**src/srw_pkg.sv**
```systemverilog
// Package for the serial register write handler: constants and types
// Behaviour
// Function 06H writes exactly one holding register
// Single write goes to received high-first address
// Function 10H writes several consecutive registers
// Words land at start, then next higher
// Byte count must equal twice register count
// Frequency and forward_run apply from one frame
// Loop-back 08H echoes test code and data
// Master zeroes unused bits, avoids reserved registers
// Echo on success; function|80H plus code otherwise
`default_nettype none
package srw_pkg;
  // ----------------------------------------------------------------
  // Function and exception codes, broadcast node address
  // ----------------------------------------------------------------
  localparam logic [7:0] FN_WRITE_ONE = 8'h06;
  localparam logic [7:0] FN_WRITE_MANY = 8'h10;
  localparam logic [7:0] FN_LOOPBACK = 8'h08;
  localparam logic [7:0] EXC_FLAG = 8'h80;
  localparam logic [7:0] EXC_BAD_FUNC = 8'h01;
  localparam logic [7:0] EXC_BAD_VALUE = 8'h03;
  localparam logic [7:0] NODE_BROADCAST = 8'h00;
  // ----------------------------------------------------------------
  // Frame positions and response lengths
  // ----------------------------------------------------------------
  localparam logic [2:0] POS_BYTE_COUNT = 3'h6;
  localparam logic [2:0] POS_DATA = 3'h7;
  localparam logic [2:0] POS_LAST_FIXED = 3'h5;
  localparam logic [2:0] RSP_LEN_OK = 3'h6;
  localparam logic [2:0] RSP_LEN_EXC = 3'h3;
  // ----------------------------------------------------------------
  // Handler states
  // ----------------------------------------------------------------
  typedef enum logic [0:0] {
    SRW_RX = 1'b0,
    SRW_RESP = 1'b1
  } srw_state_t;
endpackage
`default_nettype wire

```
**src/srw_wr_if.sv**
```systemverilog
// Interface carrying register write requests between handler and buffer
`timescale 1ns/10ps
`default_nettype none
interface srw_wr_if;
  logic valid;
  logic ready;
  logic [15:0] addr;
  logic [15:0] data;
  modport src (output valid, output addr, output data, input ready);
  modport snk (input valid, input addr, input data, output ready);
endinterface
`default_nettype wire

```
**src/srw_wr_buf.sv**
```systemverilog
// Two-entry buffer holding register writes until the register space takes them
`timescale 1ns/10ps
`default_nettype none
module srw_wr_buf (
  // Clock and reset
  input wire logic clk_sys_in,
  input wire logic sys_rst_in,
  // Write requests from the handler
  srw_wr_if.snk wr,
  // Write port toward the register space
  output logic reg_wr_valid_out,
  output logic [15:0] reg_wr_addr_out,
  output logic [15:0] reg_wr_data_out,
  input wire logic reg_wr_ready_in
);
  typedef struct packed {
    logic [1:0][31:0] ent;
    logic wp;
    logic rp;
    logic [1:0] cnt;
  } srw_buf_t;

  srw_buf_t cur;
  srw_buf_t next_cur;
  logic push;
  logic pop;

  // Ready drops once both entries hold a word, stalling the handler
  assign wr.ready = (cur.cnt != 2'h2);
  assign reg_wr_valid_out = (cur.cnt != 2'h0);
  assign reg_wr_addr_out = cur.ent[cur.rp][31:16];
  assign reg_wr_data_out = cur.ent[cur.rp][15:0];
  assign push = wr.valid && wr.ready;
  assign pop = reg_wr_valid_out && reg_wr_ready_in;

  // Next state of the buffer
  always_comb begin
    next_cur = cur;
    if (push) begin
      next_cur.ent[cur.wp] = {wr.addr, wr.data};
      next_cur.wp = ~cur.wp;
    end
    if (pop) begin
      next_cur.rp = ~cur.rp;
    end
    next_cur.cnt = cur.cnt + {1'b0, push} - {1'b0, pop};
  end

  // State register
  always_ff @(posedge clk_sys_in) begin
    if (sys_rst_in) begin
      cur <= '0;
    end else begin
      cur <= next_cur;
    end
  end
endmodule // srw_wr_buf
`default_nettype wire

```
**src/srw_handler.sv**
```systemverilog
// Follower-side handler for single, multiple write and loop-back requests
`timescale 1ns/10ps
`default_nettype none
module srw_handler (
  // Clock and reset
  input wire logic clk_sys_in,
  input wire logic sys_rst_in,
  // Own node address
  input wire logic [7:0] node_id_in,
  // Checked request bytes from the framer
  input wire logic in_valid_in,
  input wire logic [7:0] in_byte_in,
  input wire logic in_last_in,
  output logic in_ready_out,
  // Response bytes to the framer, which adds LRC or CRC-16
  output logic resp_valid_out,
  output logic [7:0] resp_byte_out,
  output logic resp_last_out,
  input wire logic resp_ready_in,
  // Holding register write port
  output logic reg_wr_valid_out,
  output logic [15:0] reg_wr_addr_out,
  output logic [15:0] reg_wr_data_out,
  input wire logic reg_wr_ready_in
);
  // ----------------------------------------------------------------
  // State
  // ----------------------------------------------------------------
  typedef struct packed {
    srw_pkg::srw_state_t st;
    logic [2:0] pos;
    logic [7:0] node;
    logic [7:0] func;
    logic [7:0] hi;
    logic [15:0] start;
    logic [15:0] cnt;
    logic [15:0] k;
    logic err;
    logic [7:0] exc;
    logic [47:0] rsp;
    logic [2:0] len;
  } srw_main_t;

  srw_main_t cur;
  srw_main_t next_cur;
  srw_wr_if wr ();
  logic take;
  logic for_us;
  logic is_multi;
  logic known_func;
  logic done_ok;

  assign in_ready_out = (cur.st == srw_pkg::SRW_RX) && wr.ready;
  assign take = in_valid_in && in_ready_out;
  assign for_us = (cur.node == node_id_in) ||
                  (cur.node == srw_pkg::NODE_BROADCAST);
  assign is_multi = (cur.func == srw_pkg::FN_WRITE_MANY);
  assign known_func = (cur.func == srw_pkg::FN_WRITE_ONE) || is_multi ||
                      (cur.func == srw_pkg::FN_LOOPBACK);
  assign resp_valid_out = (cur.st == srw_pkg::SRW_RESP);
  assign resp_byte_out = cur.rsp[47:40];
  assign resp_last_out = (cur.len == 3'h1);
  // Single writes use k = 0, so one address sum serves both kinds
  assign wr.addr = cur.start + cur.k;
  assign wr.data = {is_multi ? cur.hi : cur.cnt[15:8], in_byte_in};

  // ----------------------------------------------------------------
  // Request parsing and response building
  // ----------------------------------------------------------------
  always_comb begin
    next_cur = cur;
    wr.valid = 1'b0;
    done_ok = 1'b0;
    if (cur.st == srw_pkg::SRW_RX && take) begin
      if (cur.pos != srw_pkg::POS_DATA) begin
        next_cur.pos = cur.pos + 3'h1;
      end
      case (cur.pos)
        3'h0: begin
          next_cur.node = in_byte_in;
          next_cur.k = '0;
          next_cur.err = 1'b0;
          next_cur.exc = srw_pkg::EXC_BAD_VALUE;
        end
        3'h1: next_cur.func = in_byte_in;
        3'h2: next_cur.start[15:8] = in_byte_in;
        3'h3: next_cur.start[7:0] = in_byte_in;
        3'h4: next_cur.cnt[15:8] = in_byte_in;
        3'h5: begin
          next_cur.cnt[7:0] = in_byte_in;
          // Exactly one register for a single write
          wr.valid = for_us && (cur.func == srw_pkg::FN_WRITE_ONE);
        end
        3'h6: begin
          // A count of zero or a mismatched byte count writes nothing
          if (!is_multi || in_byte_in != {cur.cnt[6:0], 1'b0} ||
              cur.cnt == 16'h0000 || cur.cnt[15:7] != 9'h000) begin
            next_cur.err = 1'b1;
          end
        end
        default: begin
          // A word beyond the register count is refused, not written
          if (!cur.err && cur.k >= cur.cnt) begin
            next_cur.err = 1'b1;
          end else if (!cur.err && cur.pos[0] == 1'b1 &&
                       cur.len[2] == 1'b0) begin
            next_cur.hi = in_byte_in;
          end
          // Data bytes alternate high, low; low completes a word
          next_cur.len[2] = ~cur.len[2];
          if (cur.len[2] && !cur.err && cur.k < cur.cnt) begin
            wr.valid = for_us;
            next_cur.k = cur.k + 16'h0001;
          end
        end
      endcase
      if (cur.pos == srw_pkg::POS_LAST_FIXED) begin
        next_cur.len[2] = 1'b0;
      end
      if (in_last_in) begin
        next_cur.pos = '0;
        done_ok = known_func && !next_cur.err &&
                  cur.pos >= srw_pkg::POS_LAST_FIXED &&
                  (!is_multi || next_cur.k == cur.cnt);
        if (for_us && cur.node != srw_pkg::NODE_BROADCAST &&
            cur.pos != 3'h0) begin
          next_cur.st = srw_pkg::SRW_RESP;
          if (done_ok) begin
            // Echo node, function and the four field bytes
            next_cur.rsp = {cur.node, cur.func, cur.start,
                            next_cur.cnt};
            next_cur.len = srw_pkg::RSP_LEN_OK;
          end else begin
            next_cur.rsp = {cur.node, cur.func | srw_pkg::EXC_FLAG,
                            known_func ? cur.exc : srw_pkg::EXC_BAD_FUNC,
                            24'h000000};
            next_cur.len = srw_pkg::RSP_LEN_EXC;
          end
        end else begin
          next_cur.len = '0;
        end
      end
    end else if (cur.st == srw_pkg::SRW_RESP && resp_ready_in) begin
      next_cur.rsp = {cur.rsp[39:0], 8'h00};
      next_cur.len = cur.len - 3'h1;
      if (cur.len == 3'h1) begin
        next_cur.st = srw_pkg::SRW_RX;
        next_cur.len = '0;
      end
    end
  end

  // State register
  always_ff @(posedge clk_sys_in) begin
    if (sys_rst_in) begin
      cur <= '0;
    end else begin
      cur <= next_cur;
    end
  end

  // Write buffer so a stalled register space drops no word
  srw_wr_buf u_buf (
    .clk_sys_in(clk_sys_in),
    .sys_rst_in(sys_rst_in),
    .wr(wr.snk),
    .reg_wr_valid_out(reg_wr_valid_out),
    .reg_wr_addr_out(reg_wr_addr_out),
    .reg_wr_data_out(reg_wr_data_out),
    .reg_wr_ready_in(reg_wr_ready_in)
  );

  logic [15:0] prev_addr;
  always_ff @(posedge clk_sys_in) begin
    if (wr.valid) begin
      prev_addr <= wr.addr;
    end
  end
endmodule // srw_handler
`default_nettype wire

```
**config.mk**
```make
export PLATFORM = sky130hd
export DESIGN_NAME = srw_handler
export DESIGN_NICKNAME = d
export VERILOG_FILES = /design/src/srw_pkg.sv /design/src/srw_wr_if.sv /design/src/srw_wr_buf.sv /design/src/srw_handler.sv
export SDC_FILE = /design/constraint.sdc
export NUM_CORES = 1
export LEC_CHECK = 0
export BUFFER_PORTS_ARGS = -buffer_cell sky130_fd_sc_hd__buf_2
export CAP_MARGIN = 5
export CORE_UTILIZATION = 55
export DETAILED_ROUTE_END_ITERATION = 8
export GPL_ROUTABILITY_DRIVEN = 1
export GPL_TIMING_DRIVEN = 0
export MAX_ROUTING_LAYER = met4
export PLACE_DENSITY = 0.77
export SYNTH_ARGS = -nofsm -noshare
export SYNTH_HDL_FRONTEND = slang
export SYNTH_HIERARCHICAL = 1
export SYNTH_SLANG_ARGS = --single-unit
export TNS_END_PERCENT = 1
```
**constraint.sdc**
```tcl
create_clock -name clk_sys_in -period 8.9 [get_ports clk_sys_in]
set_input_delay 0.445 -clock clk_sys_in [delete_from_list [all_inputs] [get_ports clk_sys_in]]
set_output_delay 0.445 -clock clk_sys_in [all_outputs]
set_load 0.02 [all_outputs]
```
Word-level counts from Yosys, hierarchy flattened
Cells that the tools add are included.
{"block": "word_totals", "wordCells": 141, "regBits": 197, "in_bits": 22, "out_inout_bits": 44}
{"block": "op_classes", "muxes": 34, "order_cmp": 6, "n_eq_ne": 18, "bitwise_logic": 6, "n_reduce_logical": 52, "n_addsub": 6}
{"operator": "2-to-1 mux 51 bit", "n": 3}
{"operator": "2-to-1 mux 32 bit", "n": 3}
{"operator": "bitwise mux 64 bit", "n": 1}
{"operator": "2-to-1 mux 48 bit", "n": 1}
{"operator": "2-to-1 mux 43 bit", "n": 1}
{"operator": "demux 32 bit (select 1 bit)", "n": 1}
{"operator": "2-to-1 mux 16 bit", "n": 2}
{"operator": "one-hot mux 16 bit (2 select lines)", "n": 1}
{"operator": "2-to-1 mux 8 bit", "n": 3}
{"operator": "logical AND 1 bit", "n": 18}
{"operator": "adder 16 x 1 -> 16 bit (second input constant)", "n": 1}
{"operator": "adder 16 bit", "n": 1}
{"operator": "equality test 16 bit", "n": 1}
{"operator": "greater-or-equal comparator 16 bit", "n": 1}
{"operator": "logical NOT 16 bit", "n": 1}
{"operator": "< comparator 16 bit", "n": 1}
{"operator": "AND reduction 2 bit", "n": 7}
{"operator": "OR reduction 6 bit", "n": 2}
{"operator": "2-to-1 mux 1 bit", "n": 11}
{"operator": "equality test 3 bit (second input constant)", "n": 3}
{"operator": "2-to-1 mux 3 bit", "n": 3}
{"operator": "nonzero test 9 bit", "n": 1}
{"operator": "equality test 8 x 3 -> 1 bit (second input constant)", "n": 1}
{"operator": "equality test 8 x 4 -> 1 bit (second input constant)", "n": 1}
{"operator": "32 further kinds", "n": 53}

Logic depth before layout (Yosys ltp)
{"block": "depth", "depth_word": 16, "mapped_depth": 19}

Modules after synthesis
Netlist, hierarchy kept.
{"mod": "srw_handler", "cells_each": 1061, "n_inst": 1, "area_per_inst_um2": 8106.5}
{"mod": "srw_wr_buf", "cells_each": 371, "n_inst": 1, "area_per_inst_um2": 3394.5}

Least setup slack after synthesis
No wires, ideal clock.
{"block": "synth_path", "path_kind": "register -> register", "startpoint": "register cur[90] (netlist name)", "endpoint": "register cur[27] (netlist name)", "setup_slack_ns": 5.120, "t_required_ns": 8.784, "arrival_time_ns": 3.663, "setup_time_ns": 0.116, "synth_period_minus_slack_ns": 3.780, "n_path_buf": 2, "path_stages_with_launch": 16, "path_cell_list": "dfxtp_1 clkbuf_1 inv_1 ha_1 and4_4 a211o_1 a31o_4 or4_1 buf_2 o2111a_1 a311oi_1 a2111oi_1 and4_4 a21bo_2 a211o_1 a31o_2"}

==> flow_summary.ini <==
[run_status]
outcome = finished clean

[setup_path]
ff2ff_path_depth = 19
r2r-end = u_buf/cur[1]$_SDFF_PP0_
r2r_slack_ns = 3.87
path_class = register to register
endpoint_kind = register
startpoint_type = register
required_ns = 9.23
reg2reg_from = cur[81]$_SDFFE_PP0P_
crit_arrival_ns = 5.35
path_max_fanout = 10

[synth]
synth_cell_type_count = 71
synth_xor_area_frac = 0.0327
synth-async-reset-ratio = 0
synth_top_flop_cell = dfxtp_1
syn-cell-area_um2 = 11500
netlist_instances = 1432
synth-compound-area-share = 0.235
synth_top_family_by_area = compound AO/OA/AOI/OAI gates
muxShareOfSynthArea = 0.0577
syn_area_per_cell_um2 = 8.03
yosys_warnings = 6
synthSimpleGateAreaFrac = 0.204
yosys_register_bits = 197
synth_edf_count = 0
syn_nets = 1499
synthAdderAreaFrac = 0.0496
yosysSeqAreaShare = 0.343

[finish]
drive_above_1_share = 0.135
final_common_cell = dfxtp_1
stdcell_count = 1797
mostFrequentLayoutCells = 197 x dfxtp_1, 173 x nand2_1, 151 x a21oi_1
area_growth_pct = 11.0
nNetsFinal = 1581
post-route-util = 0.627
antennaDiodeCount = 0

[clock_network]
hold_buffers = 0
clk_pin_slew_ns = 0.08
cts_num_sinks = 197
htreeDepth = 4
clock_latency_ns = 0.44
cts-root-buf = clkbuf_16
ctsLongestPathBuffers = 2
post_cts_resized = 0
cts_setup_buffers = 0
numCtsBuffers = 17
cts_tree = done

[route]
route.detailed.drc = 0
via_per_inst = 6.56
dr.first_iter.drc_count = 1657
final_antenna_net_count = 0
via_count = 11785
first_pass_iters = 6
wl_per_cell_um = 21.8
wirelength_um = 39200

[global_route]
grt_pass1_vias = 10636
globalRoute.totalOverflow = 0
grt_antenna_before_repair = 0
grt_usage = 0.373
grt_pass1_wl_um = 60400
grt_max_degree = 20

[floorplanning]
die_x_um = 147
initial_core_util = 0.565
design.core.area_um2 = 20400
rows = 52
die_h_um = 147
fp.dieArea_um2 = 21500
io_pins = 66

[placed_design]
routabilityCongestion = 0.999
io_buffers = 63
dp.cells = 1765
hpwlAfterDp_um = 29100

[hold_path]
hold_class = input pin to register
worstHoldStart = in_byte_in[0]
hold_depth = 3
hold_end = u_buf/cur[36]$_SDFFE_PP0P_

[sta]
drv_slew = 0
setup_viol = 0
rsz0062_at_grt = no
fin_setup_tns_ns = 0
max_freq_mhz = 199
finalCriticalPeriod_ns = 5.03
max_slew_margin = 0.403
worstMarginPinSlew_ns = 0.888
finalHoldViolations = 0
post-route-period-util = 0.565
finClkSkew_ns = 0.0140

[power_and_ir_drop]
peakVddDrop_mv = 0.142
power_uw = 1810
power.leakage_uw = 0.00458
pwr_density_cell_nw_per_um2 = 142

[flow_run]
cap_violations = 0
==> routing by layer <==
metal / wire length [um] / vias to the layer above / part of all wire / track usage
li1: - / 5422 / - / -
met5: 0 / - / 0 / -
met1: 16500 / 5599 / 0.42 / 0.519
met2: 17200 / 667 / 0.44 / 0.552
met4: 1180 / 0 / 0.030 / 0.120
met3: 4310 / 97 / 0.11 / 0.0531
==> power breakdown <==
group,switching (uW),total (uW),leakage [uW],internal (uW)
combinational,82.5,109,0.00270,27.0
sequential,7.31,893,0.00159,885
clock,395,805,0.000295,410
==> synthesized netlist by cell type, types with 4 or more instances <==
cell / number / share of area
dfxtp_1: 197 / 0.34
nand2_1: 173 / 0.056
a21oi_1: 151 / 0.066
nand4_1: 86 / 0.047
nor2_1: 86 / 0.028
clkbuf_1: 78 / 0.025
o31ai_1: 65 / 0.042
inv_1: 57 / 0.019
nand3_1: 50 / 0.022
ha_1: 44 / 0.048
o21ai_0: 42 / 0.018
xnor2_1: 36 / 0.027
mux2_2: 34 / 0.033
mux2i_1: 28 / 0.024
buf_2: 26 / 0.011
a32oi_1: 25 / 0.019
nor3_1: 25 / 0.011
a311oi_1: 23 / 0.018
o22ai_1: 21 / 0.011
nor4_1: 16 / 0.0087
buf_6: 14 / 0.014
nor2b_1: 10 / 0.0054
buf_1: 9 / 0.0029
buf_4: 9 / 0.0059
o211ai_1: 9 / 0.0059
o21ai_2: 8 / 0.0061
a31oi_1: 7 / 0.0038
and3_1: 7 / 0.0038
xor2_1: 7 / 0.0053
a21o_1: 6 / 0.0039
and2_1: 5 / 0.0027
a211o_1: 4 / 0.0030
a211oi_1: 4 / 0.0026
nand2b_1: 4 / 0.0022
or3_1: 4 / 0.0022
==> logic make-up (layout without fill, tap and decap cells) <==
| kind of cell | after synthesis | in the layout |
|---|---|---|
| AO/OA/AOI/OAI | 406 | 406 |
| XOR/XNOR | 43 | 43 |
| adder cells (fa/ha/maj) | 45 | 45 |
| buffers and inverters | 194 | 289 |
| flip-flops | 197 | 197 |
| multiplexers | 62 | 62 |
| AND/OR/NAND/NOR | 485 | 485 |
==> worst max path at each step <==
stage / startpoint / end
finish: cur[81]$_SDFFE_PP0P_ / u_buf/cur[1]$_SDFF_PP0_
global route: cur[81]$_SDFFE_PP0P_ / u_buf/cur[1]$_SDFF_PP0_
CTS: cur[81]$_SDFFE_PP0P_ / u_buf/cur[1]$_SDFF_PP0_
detailed placement: cur[81]$_SDFFE_PP0P_ / u_buf/cur[1]$_SDFF_PP0_
global placement: cur[81]$_SDFFE_PP0P_ / u_buf/cur[1]$_SDFF_PP0_
floorplan: cur[90]$_SDFFE_PP0P_ / cur[27]$_SDFFE_PP0P_
==> per-stage QoR <==
| step | instance area (um2) | hold slack, ns | worst slack, ns |
|---|---|---|---|
| 2_1_floorplan | 11500 | 0.429 | 5.12 |
| 3_3_place_gp | 12200 | 0.437 | 4.02 |
| 3_5_place_dp | 12200 | 0.443 | 4.06 |
| 4_1_cts | 12800 | 0.302 | 4.05 |
| 5_1_grt | 12800 | 0.308 | 3.71 |
| 6_report | 12800 | 0.301 | 3.87 |
==> sequential cells by signal, summed over array words and instances, names as in the netlist <==
name            count
u_buf/cur          68
resp_byte_out       8
cur               120
resp_valid_out      1
==> critical path, stage by stage (launching register included) <==
cell,delay [ns]
dfxtp_1,0.31
clkbuf_1,0.48
inv_1,0.10
ha_1,0.31
a21oi_1,0.12
o21ai_0,0.23
and2_1,0.24
clkbuf_1,0.18
nor3_1,0.40
buf_2,0.33
nand4b_1,0.14
a221oi_1,0.62
buf_4,0.27
buf_2,0.22
buf_2,0.27
o21ai_0,0.10
nor2_1,0.10
ha_1,0.16
nor2_1,0.05
mux2_2,0.26
==> area by class of cell <==
| cell class | instances | area, um2 |
|---|---|---|
| timing repair buffer | 63 | 315 |
| clock buffer | 18 | 439 |
| multi-input combinational | 1041 | 6660 |
| clock inverter | 14 | 168 |
| fill | 1840 | 7600 |
| buffer | 136 | 682 |
| tap | 270 | 338 |
| inverter | 58 | 218 |
| sequential | 197 | 3940 |
Note: power is estimated with default switching activity, not from simulation.
